**config.mk**
```make
export PLATFORM = sky130hd
export DESIGN_NAME = kww_watchdog
export DESIGN_NICKNAME = d
export VERILOG_FILES = /design/src/include/kww_pkg.sv /design/src/rtl/kww_watchdog.sv
export SDC_FILE = /design/constraint.sdc
export NUM_CORES = 1
export LEC_CHECK = 0
export ABC_AREA = 1
export BUFFER_PORTS_ARGS = -buffer_cell sky130_fd_sc_hd__clkbuf_2
export CAP_MARGIN = 25
export CORE_MARGIN = 4
export CORE_UTILIZATION = 25
export CTS_CLUSTER_DIAMETER = 50
export DETAILED_ROUTE_END_ITERATION = 10
export GPL_ROUTABILITY_DRIVEN = 1
export GPL_TIMING_DRIVEN = 0
export HOLD_SLACK_MARGIN = 0.12
export RECOVER_POWER = 100
export SLEW_MARGIN = 20
export SYNTH_ARGS = -nofsm -noshare
export SYNTH_HDL_FRONTEND = slang
export SYNTH_SLANG_ARGS = --single-unit
```
**constraint.sdc**
```tcl
create_clock -name clock_in -period 4.8 [get_ports clock_in]
set_clock_uncertainty 0.2 [all_clocks]
set_input_delay 0.24 -clock clock_in [delete_from_list [all_inputs] [get_ports clock_in]]
set_output_delay 0.24 -clock clock_in [all_outputs]
set_load 0.02 [all_outputs]
```
**src/include/kww_pkg.sv**
```systemverilog
// package: register map, field layout and constants of the keyed window watchdog
package kww_pkg;
  // register byte offsets
  localparam logic [7:0] OFF_CONTROL  = 8'h00;
  localparam logic [7:0] OFF_TIMEOUT  = 8'h04;
  localparam logic [7:0] OFF_WINDOW   = 8'h08;
  localparam logic [7:0] OFF_SERVICE  = 8'h0C;
  localparam logic [7:0] OFF_COUNT    = 8'h10;
  localparam logic [7:0] OFF_KEY      = 8'h14;
  localparam logic [7:0] OFF_STATUS   = 8'h18;
  localparam logic [7:0] OFF_MASK     = 8'h1C;
  // control field positions
  localparam int CTL_ENABLE    = 0;
  localparam int CTL_HARD_LOCK = 1;
  localparam int CTL_DBG_HALT  = 2;
  localparam int CTL_IRQ_FIRST = 3;
  localparam int CTL_WINDOWED  = 4;
  localparam int CTL_KEYED     = 5;
  localparam int CTL_WIDTH     = 6;
  // status field positions
  localparam int ST_EXPIRY  = 0;
  localparam int ST_FAULT   = 1;
  localparam int ST_BADSVC  = 2;
  localparam int ST_WIDTH   = 3;
  // reset values and fixed keys
  localparam logic [CTL_WIDTH-1:0] CONTROL_RESET = 6'h00;
  localparam logic [31:0] TIMEOUT_RESET = 32'h0000_FFFF;
  localparam logic [31:0] WINDOW_RESET  = 32'h0000_0000;
  localparam logic [15:0] KEY_RESET     = 16'h0000;
  localparam logic [15:0] FIXED_KEY_FIRST  = 16'hA602;
  localparam logic [15:0] FIXED_KEY_SECOND = 16'hB480;
  // key successor arithmetic
  localparam logic [15:0] KEY_ADD = 16'h0003;
  localparam logic [15:0] KEY_MUL = 16'h0011;

  // control fields as a carrier
  typedef struct packed {
    logic keyed;
    logic windowed;
    logic irq_first;
    logic dbg_halt;
    logic hard_lock;
    logic enable;
  } kww_ctrl_t;

  // service sequence state
  typedef enum logic [1:0] {
    KWW_IDLE    = 2'b00,
    KWW_GOT_ONE = 2'b01
  } kww_svc_t;
endpackage

```
**src/rtl/kww_watchdog.sv**
```systemverilog
// keyed window watchdog with classic wishbone register slave
// Overview of operation
// on expiry fault now or interrupt plus reload
// second expiry without service raises fault request
// fixed keys first then second reload counter
// keyed mode accepts only matching hardware key
// next key is 17 times key plus 3; the code computes 17 times (key plus 3)
// enable bit, hard lock blocks configuration writes
// 32-bit timeout period loads the counter
// windowed mode rejects service outside window
// windowed and keyed modes selectable independently
// debug halt bit stops counting in debug
// count down per cycle, zero is expiry
//
// The implementer's own choices: the register addresses and the Wishbone register port.
`timescale 1ns/1ps
module kww_watchdog #(
  parameter logic [31:0] TIMEOUT_DEFAULT = kww_pkg::TIMEOUT_RESET
) (
  // clock, reset, enable
  input  wire logic        clock_in,
  input  wire logic        nrst_in,
  input  wire logic        clk_en_in,
  // wishbone slave
  input  wire logic        wb_cyc_in,
  input  wire logic        wb_stb_in,
  input  wire logic        wb_we_in,
  input  wire logic [7:0]  wb_adr_in,
  input  wire logic [3:0]  wb_sel_in,
  input  wire logic [31:0] wb_dat_in,
  output logic      [31:0] wb_dat_out,
  output logic             wb_ack_out,
  // device state
  input  wire logic        debug_mode_in,
  // outputs to system
  output logic             fault_request_out,
  output logic             irq_out
);

  // register state
  kww_pkg::kww_ctrl_t            ctrl_reg;
  logic [31:0]                   timeout_reg;
  logic [31:0]                   window_reg;
  logic [31:0]                   count_reg;
  logic [15:0]                   key_reg;
  logic [kww_pkg::ST_WIDTH-1:0]  status_reg;
  logic [kww_pkg::ST_WIDTH-1:0]  mask_reg;
  logic                          pending_reg;
  logic                          fault_reg;
  kww_pkg::kww_svc_t             svc_reg;

  // decoded strobes
  logic        access;
  logic        wr;
  logic [31:0] wmask;
  logic        svc_wr;
  logic        in_window;
  logic        svc_ok;
  logic        svc_bad;
  logic        expiry;
  logic        running;
  logic        cfg_open;
  logic        mapped;

  // byte enable mask, used for the timeout and window register writes
  function automatic logic [31:0] sel_mask(input logic [3:0] sel);
    sel_mask = {{8{sel[3]}}, {8{sel[2]}}, {8{sel[1]}}, {8{sel[0]}}};
  endfunction

  // next pseudo-random key, modulo 2^16 by truncation
  function automatic logic [15:0] key_next(input logic [15:0] k);
    logic [31:0] prod;
    prod = 32'(kww_pkg::KEY_MUL) * 32'(k + kww_pkg::KEY_ADD);
    key_next = prod[15:0];
  endfunction

  // bus strobes: single-cycle answer, ack drops the cycle after
  assign access   = wb_cyc_in && wb_stb_in && !wb_ack_out;
  assign wr       = access && wb_we_in && clk_en_in;
  assign wmask    = sel_mask(wb_sel_in);
  assign cfg_open = !ctrl_reg.hard_lock;
  assign mapped   = (wb_adr_in <= kww_pkg::OFF_MASK) && (wb_adr_in[1:0] == 2'b00);

  // counting and service qualification
  assign running   = ctrl_reg.enable && !(ctrl_reg.dbg_halt && debug_mode_in);
  assign expiry    = running && (count_reg == 32'h0000_0000);
  assign svc_wr    = wr && (wb_adr_in == kww_pkg::OFF_SERVICE) && ctrl_reg.enable;
  // window open once the count has fallen to the window value
  assign in_window = !ctrl_reg.windowed || (count_reg <= window_reg);

  // service decision per mode
  always_comb begin
    svc_ok  = 1'b0;
    svc_bad = 1'b0;
    if (svc_wr) begin
      if (!in_window) begin
        svc_bad = 1'b1;
      end else if (ctrl_reg.keyed) begin
        svc_ok  = (wb_dat_in[15:0] == key_reg);
        svc_bad = !svc_ok;
      end else begin
        // first key arms, second key completes the pair
        svc_ok  = (svc_reg == kww_pkg::KWW_GOT_ONE) &&
                  (wb_dat_in[15:0] == kww_pkg::FIXED_KEY_SECOND);
        svc_bad = !svc_ok && (wb_dat_in[15:0] != kww_pkg::FIXED_KEY_FIRST);
      end
    end
  end

  // wishbone acknowledge
  always_ff @(posedge clock_in) begin
    if (!nrst_in) begin
      wb_ack_out <= 1'b0;
    end else if (clk_en_in) begin
      wb_ack_out <= access;
    end
  end

  // read data, unmapped addresses read zero
  always_ff @(posedge clock_in) begin
    if (!nrst_in) begin
      wb_dat_out <= 32'h0000_0000;
    end else if (clk_en_in && access && !mapped) begin
      // holes and misaligned addresses never leak a register value
      wb_dat_out <= 32'h0000_0000;
    end else if (clk_en_in && access) begin
      unique case (wb_adr_in)
        kww_pkg::OFF_CONTROL: wb_dat_out <= 32'(ctrl_reg);
        kww_pkg::OFF_TIMEOUT: wb_dat_out <= timeout_reg;
        kww_pkg::OFF_WINDOW:  wb_dat_out <= window_reg;
        kww_pkg::OFF_COUNT:   wb_dat_out <= count_reg;
        kww_pkg::OFF_KEY:     wb_dat_out <= 32'(key_reg);
        kww_pkg::OFF_STATUS:  wb_dat_out <= 32'(status_reg);
        kww_pkg::OFF_MASK:    wb_dat_out <= 32'(mask_reg);
        default:              wb_dat_out <= 32'h0000_0000;
      endcase
    end
  end

  // control register; hard lock only clears by reset
  always_ff @(posedge clock_in) begin
    if (!nrst_in) begin
      ctrl_reg <= kww_pkg::CONTROL_RESET;
    end else if (wr && wb_sel_in[0] && cfg_open &&
                 wb_adr_in == kww_pkg::OFF_CONTROL) begin
      ctrl_reg <= wb_dat_in[kww_pkg::CTL_WIDTH-1:0];
    end
  end

  // timeout and window registers, frozen by hard lock
  always_ff @(posedge clock_in) begin
    if (!nrst_in) begin
      timeout_reg <= TIMEOUT_DEFAULT;
      window_reg  <= kww_pkg::WINDOW_RESET;
    end else if (wr && cfg_open) begin
      if (wb_adr_in == kww_pkg::OFF_TIMEOUT) begin
        timeout_reg <= (timeout_reg & ~wmask) | (wb_dat_in & wmask);
      end
      if (wb_adr_in == kww_pkg::OFF_WINDOW) begin
        window_reg <= (window_reg & ~wmask) | (wb_dat_in & wmask);
      end
    end
  end

  // interrupt mask, writable always since it gates only the irq
  always_ff @(posedge clock_in) begin
    if (!nrst_in) begin
      mask_reg <= '0;
    end else if (wr && wb_sel_in[0] && wb_adr_in == kww_pkg::OFF_MASK) begin
      mask_reg <= wb_dat_in[kww_pkg::ST_WIDTH-1:0];
    end
  end

  // down-counter: reload every cycle while disabled, on service, or on interrupt expiry
  always_ff @(posedge clock_in) begin
    if (!nrst_in) begin
      count_reg <= TIMEOUT_DEFAULT;
    end else if (clk_en_in) begin
      if (!ctrl_reg.enable || svc_ok) begin
        count_reg <= timeout_reg;
      end else if (expiry) begin
        // fault path holds at zero; interrupt path reloads
        if (ctrl_reg.irq_first && !pending_reg) begin
          count_reg <= timeout_reg;
        end
      end else if (running) begin
        count_reg <= count_reg - 32'h0000_0001;
      end
    end
  end

  // fixed key sequence tracker; bad writes leave the counter alone
  always_ff @(posedge clock_in) begin
    if (!nrst_in) begin
      svc_reg <= kww_pkg::KWW_IDLE;
    end else if (svc_wr && !ctrl_reg.keyed) begin
      if (in_window && wb_dat_in[15:0] == kww_pkg::FIXED_KEY_FIRST) begin
        svc_reg <= kww_pkg::KWW_GOT_ONE;
      end else begin
        svc_reg <= kww_pkg::KWW_IDLE;
      end
    end
  end

  // service key regenerates after each good keyed service
  always_ff @(posedge clock_in) begin
    if (!nrst_in) begin
      key_reg <= kww_pkg::KEY_RESET;
    end else if (svc_ok && ctrl_reg.keyed) begin
      key_reg <= key_next(key_reg);
    end
  end

  // first interrupt expiry pending until serviced or disabled
  always_ff @(posedge clock_in) begin
    if (!nrst_in) begin
      pending_reg <= 1'b0;
    end else if (clk_en_in) begin
      if (svc_ok || !ctrl_reg.enable) begin
        pending_reg <= 1'b0;
      end else if (expiry && ctrl_reg.irq_first) begin
        pending_reg <= 1'b1;
      end
    end
  end

  // fault request latches; only reset clears it, a safety choice
  always_ff @(posedge clock_in) begin
    if (!nrst_in) begin
      fault_reg <= 1'b0;
    end else if (clk_en_in && expiry && (!ctrl_reg.irq_first || pending_reg)) begin
      fault_reg <= 1'b1;
    end
  end

  // sticky status: set beats the write-one clear
  always_ff @(posedge clock_in) begin
    if (!nrst_in) begin
      status_reg <= '0;
    end else if (clk_en_in) begin
      status_reg <= (status_reg &
                     ~((wr && wb_sel_in[0] && wb_adr_in == kww_pkg::OFF_STATUS) ?
                       wb_dat_in[kww_pkg::ST_WIDTH-1:0] : '0)) |
                    {svc_bad,
                     expiry && (!ctrl_reg.irq_first || pending_reg),
                     expiry};
    end
  end

  // outputs
  assign fault_request_out = fault_reg;
  assign irq_out           = |(status_reg & mask_reg);

endmodule

```
Yosys cells after proc, flatten, opt, wreduce, memory -nomap -nowiden
Cells that the tools add are included.

Mux-type cells: 15. Bitwise gates (word level): 11. Magnitude comparators: 2. Eq/ne operators: 13. $mul: 1. Reduce and logical (&&, ||, !) cells: 53. $add $sub $neg: 2.

Operator list (count): case mux 32 bit (7 select lines) (1); 2-to-1 mux 32 bit (4); bitwise AND 32 bit (3); bitwise OR 32 bit (2); == test 16 bit, second input constant (2); == test 8 x 5 -> 1 bit, second input constant (4); less-or-equal comparator 32 bit (1); zero test 32 bit (1); NOT 32 bit (1); subtractor 32 x 1 -> 32 bit, second input constant (1); logical AND 1 bit (28); adder 16 x 2 -> 17 bit, second input constant (1); multiplier 5 x 17 -> 16 bit, first input constant (1); == test 16 bit (1); == test 8 x 4 -> 1 bit, second input constant (2); inequality test 16 bit, second input constant (1); zero test 1 bit (11); 2-to-1 mux 1 bit (9); == test 8 x 3 -> 1 bit, second input constant (1); less-or-equal comparator 8 x 5 -> 1 bit, second input constant (1); zero test 8 bit (1); bitwise AND 3 bit (2); AND reduction 2 bit (3); logical OR 1 bit (3); 12 further kinds (12).

Flip-flop bits (word level): 161. Output and inout port bits: 35. Bits of input ports: 51. Word-level logic and storage cells: 114.

Longest topological paths before layout
Word-level depth: 10. Depth in mapped cells: 22. Depth with buffers taken out: 21.

Worst setup path after synthesis
Ideal clock, no wire load.

Path type: reg-to-reg. From: register key_reg[0]. To: register key_reg[13]. Data required time: 4472 ps. Arrival: 3134 ps. Buffers on the path: 0. Period minus slack after synthesis: 3463 ps. Stages on the path, launching flop included: 19. Slack: 1337 ps. Setup time: 128 ps. Cells stage by stage: dfxtp_1 -> inv_1 -> ha_1 -> nor3_1 -> nand3_1 -> nor2_1 -> nand2_1 -> nor3_1 -> xor2_1 -> inv_1 -> ha_1 -> ha_1 -> a21oi_1 -> o21ai_0 -> a21oi_1 -> o21ai_0 -> xor2_1 -> o21ai_0 -> a21oi_1.

Longest elaborated chain between the ends: 5. Elaborated cells on any way between the ends: 7. Those cells by class: add/sub (1); mul (1); eq/ne (1); mux (3); reduce/logical (1).

RTL lines: start: declaration (line kww_watchdog.sv:45) `logic [15:0] key_reg;`; start signal: assignment (line kww_watchdog.sv:208) `key_reg <= kww_pkg::KEY_RESET;`; start signal: assignment (line kww_watchdog.sv:210) `key_reg <= key_next(key_reg);`; branches (longest 5 deep; another with adder 16 x 2 -> 17 bit).

Parallel ways; which one is timed is not known. A chain may end at the register's enable or synchronous reset.

==> metrics.md <==
| Metric | Value |
|---|---|
| Status | completed |
| Synth-to-layout area growth | 21.43% |
| Global route overflow | 0 |
| WS Path Type | input pin to register |
| Cell taking the most area after synthesis | dfxtp_1 |
| Largest net degree at the start of global routing | 17 |
| Critical Path Start | wb_stb_in |
| Top Ports | 86 |
| Reg2reg path depth | 18 |
| DRC | 0 |
| Antenna cells | 0 |
| Starting DRC count in detailed routing | 926 |
| Tmin final | 4.256 ns |
| Synth Net Count | 1,604 |
| #FFs+latches synth | 160 |
| Crit Path Max Fanout | 10 |
| Initial antenna violation count | 0 |
| Setup bufs post-CTS | 0 |
| Peak supply drop | 196.3 µV |
| Reg clk slew, reported paths | 0.06 ns |
| Clk buf depth | 2 |
| Clock sink count | 160 |
| Fin worst setup slack | 0.5443 ns |
| Mapped cell area | 9883 µm² |
| Count leader, synth | nand2_1 |
| Ys flop type | dfxtp_1 |
| Post-Route Utilization | 30.91% |
| Vias post-DR | 10,670 |
| Vias per cell | 4.905 |
| Num CTS Buffers | 17 |
| Final hold violations | 0 |
| Final setup vio count | 0 |
| Routed WL | 37,110 µm |
| Buffers on Ports | 84 |
| Peak Freq | 235.0 MHz |
| Vert. Die Dim | 206.8 µm |
| Number of flops mapped to enable cells by yosys | 0 |
| Root buf cell | clkbuf_16 |
| Critical Path Start Type | input pin |
| Leak | 4.985 nW |
| Layout cells sized above 1 | 6.156% |
| Setup TNS | 0 ns |
| Synth warnings | 0 |
| Mapped Cells | 1,497 |
| HP Class | input pin to register |
| Largest cells by area after synthesis | dfxtp_1, nand2_1, a21oi_1 |
| DRT Pass-1 Iters | 5 |
| Final Max Tran Viols | 0 |
| Initial Util | 25.45% |
| Layout net count | 1,752 |
| Worst Path Arrival | 4.44 ns |
| Syn Area/Cell | 6.602 µm² |
| CTS tree | built |
| Worst slew pin tran | 1.127 ns |
| Sequential area share after synthesis | 32.41% |
| First-pass GRT wire length | 57,310 µm |
| R2r setup slk | 0.76 ns |
| Core Area | 38,830 µm² |
| Vias in the first global route | 10,010 |
| Gpl congestion | 0.9168 |
| Final period utilization | 88.66% |
| Clk_lat worst skew | 0.44 ns |
| Setup WS pre-CTS | 0.8003 ns |
| Avg WL per Cell | 17.06 µm |
| Gr usage total | 17.29% |
| Reg2reg end | key_reg[13]$_SDFFE_PN0P_ |
| Die ar. | 42,780 µm² |
| Unrepaired setup endpoints after global routing | no |
| Relative slew slack | 24.30% |
| Antenna-violating nets left | 0 |
| Die W | 206.8 µm |
| Reg-to-reg startpoint | key_reg[0]$_SDFFE_PN0P_ |
| Htree depth | 4 |
| Final HPWL DP | 28,470 µm |
| Final hold slack | 0.1628 ns |
| Top cells by count, synth | nand2_1, dfxtp_1, inv_1 |
| Cell Pwr Density | 261.1 nW/µm² |
| Ys async rst share | 0% |
| CP required | 4.98 ns |
| Max cap viols | 0 |
| Crit. End Element | register |
| Row cnt | 72 |
| Area share of the largest cell type after synthesis | 32.41% |
| Synth cell types | 43 |
==> worst max-delay path: stages <==
cell,delay [ns]
dlygate4sd3_1,0.52
clkbuf_2,0.09
nand2_1,0.04
dlygate4sd3_1,0.56
nor3_1,0.86
nand2_1,0.25
nor2_1,0.40
buf_4,0.26
nand3_1,0.17
clkbuf_1,0.28
o211ai_1,0.20
dlygate4sd3_1,0.56
==> worst min-delay path by stage <==
stage	from	end	slack, ns	cells after the start
after floorplan	wb_dat_in[10]	register	0.15	2
after global placement	fault_request_out$_SDFFE_PN0P_	fault_request_out$_SDFFE_PN0P_	0.24	2
after detailed placement	fault_request_out$_SDFFE_PN0P_	fault_request_out$_SDFFE_PN0P_	0.25	2
after CTS	wb_adr_in[5]	svc_reg[0]$_SDFFE_PN0P_	0.17	6
after global routing	wb_adr_in[5]	svc_reg[0]$_SDFFE_PN0P_	0.23	6
final	wb_adr_in[5]	svc_reg[0]$_SDFFE_PN0P_	0.16	6
==> logic make-up after synthesis <==
logic type / after synthesis / synth area share (%)
AND/OR/NAND/NOR: 661 / 27.43
AO/OA/AOI/OAI: 346 / 19.51
buffers and inverters: 220 / 8.697
flip-flops: 160 / 32.41
adder cells (fa/ha/maj): 56 / 7.165
XOR/XNOR: 54 / 4.785
==> metal layers <==
metal	global-route usage, %	routed length [µm]
met5	0	0
met4	4.367	769
met3	3.125	2549
met1	23.58	16730
met2	28.39	17060
==> metrics by stage <==
step | instance area, µm² | total power, mW | cells
finish | 12000 | 3.133 | 2175
global route | 12000 | 3.219 | 2175
CTS | 12060 | 3.144 | 2174
detailed placement | 10950 | 1.553 | 2099
global placement | 10950 | 1.551 | 2099
floorplan | 9883 | 1.470 | 1497
==> what timing repair did <==
action / CTS / global route
hold buffers: 44 / 0
gates resized for setup: 0 / 0
hold endpoints to repair: 83 / 0
==> power breakdown <==
group	switching (mW)	internal (mW)	total [mW]
clock	0.603	0.976	1.58
sequential	0.0133	1.33	1.35
combinational	0.131	0.0763	0.207
==> cell usage in the layout (no fill, tap or decap), types with 3 or more instances in the layout <==
master	instances
buf_2	5
o21ai_0	125
xnor2_1	18
a21boi_0	3
o22ai_1	18
nand2_1	413
o211ai_1	17
buf_6	3
clkbuf_1	86
or2_2	5
a21oi_1	147
a211oi_1	8
nor2_1	115
dlygate4sd3_1	44
clkbuf_2	50
bufinv_16	6
nand4_1	11
nor3_1	13
buf_1	6
o2111ai_1	5
xor2_1	36
ha_1	55
nand3_1	95
dfxtp_1	160
a221oi_1	3
inv_1	151
o221ai_1	13
clkbuf_16	17
==> final cells by class <==
cell class	instances	area, µm²
Buffer	66	281.5
Clock buffer	18	429.2
Clock inverter	13	235.2
Fill cell	4258	26830
Inverter	154	578.1
Multi-Input combinational cell	1117	5802
Sequential cell	160	3203
Tap cell	518	648.1
Timing Repair Buffer	129	824.5
(Power assumes the default switching activity.)
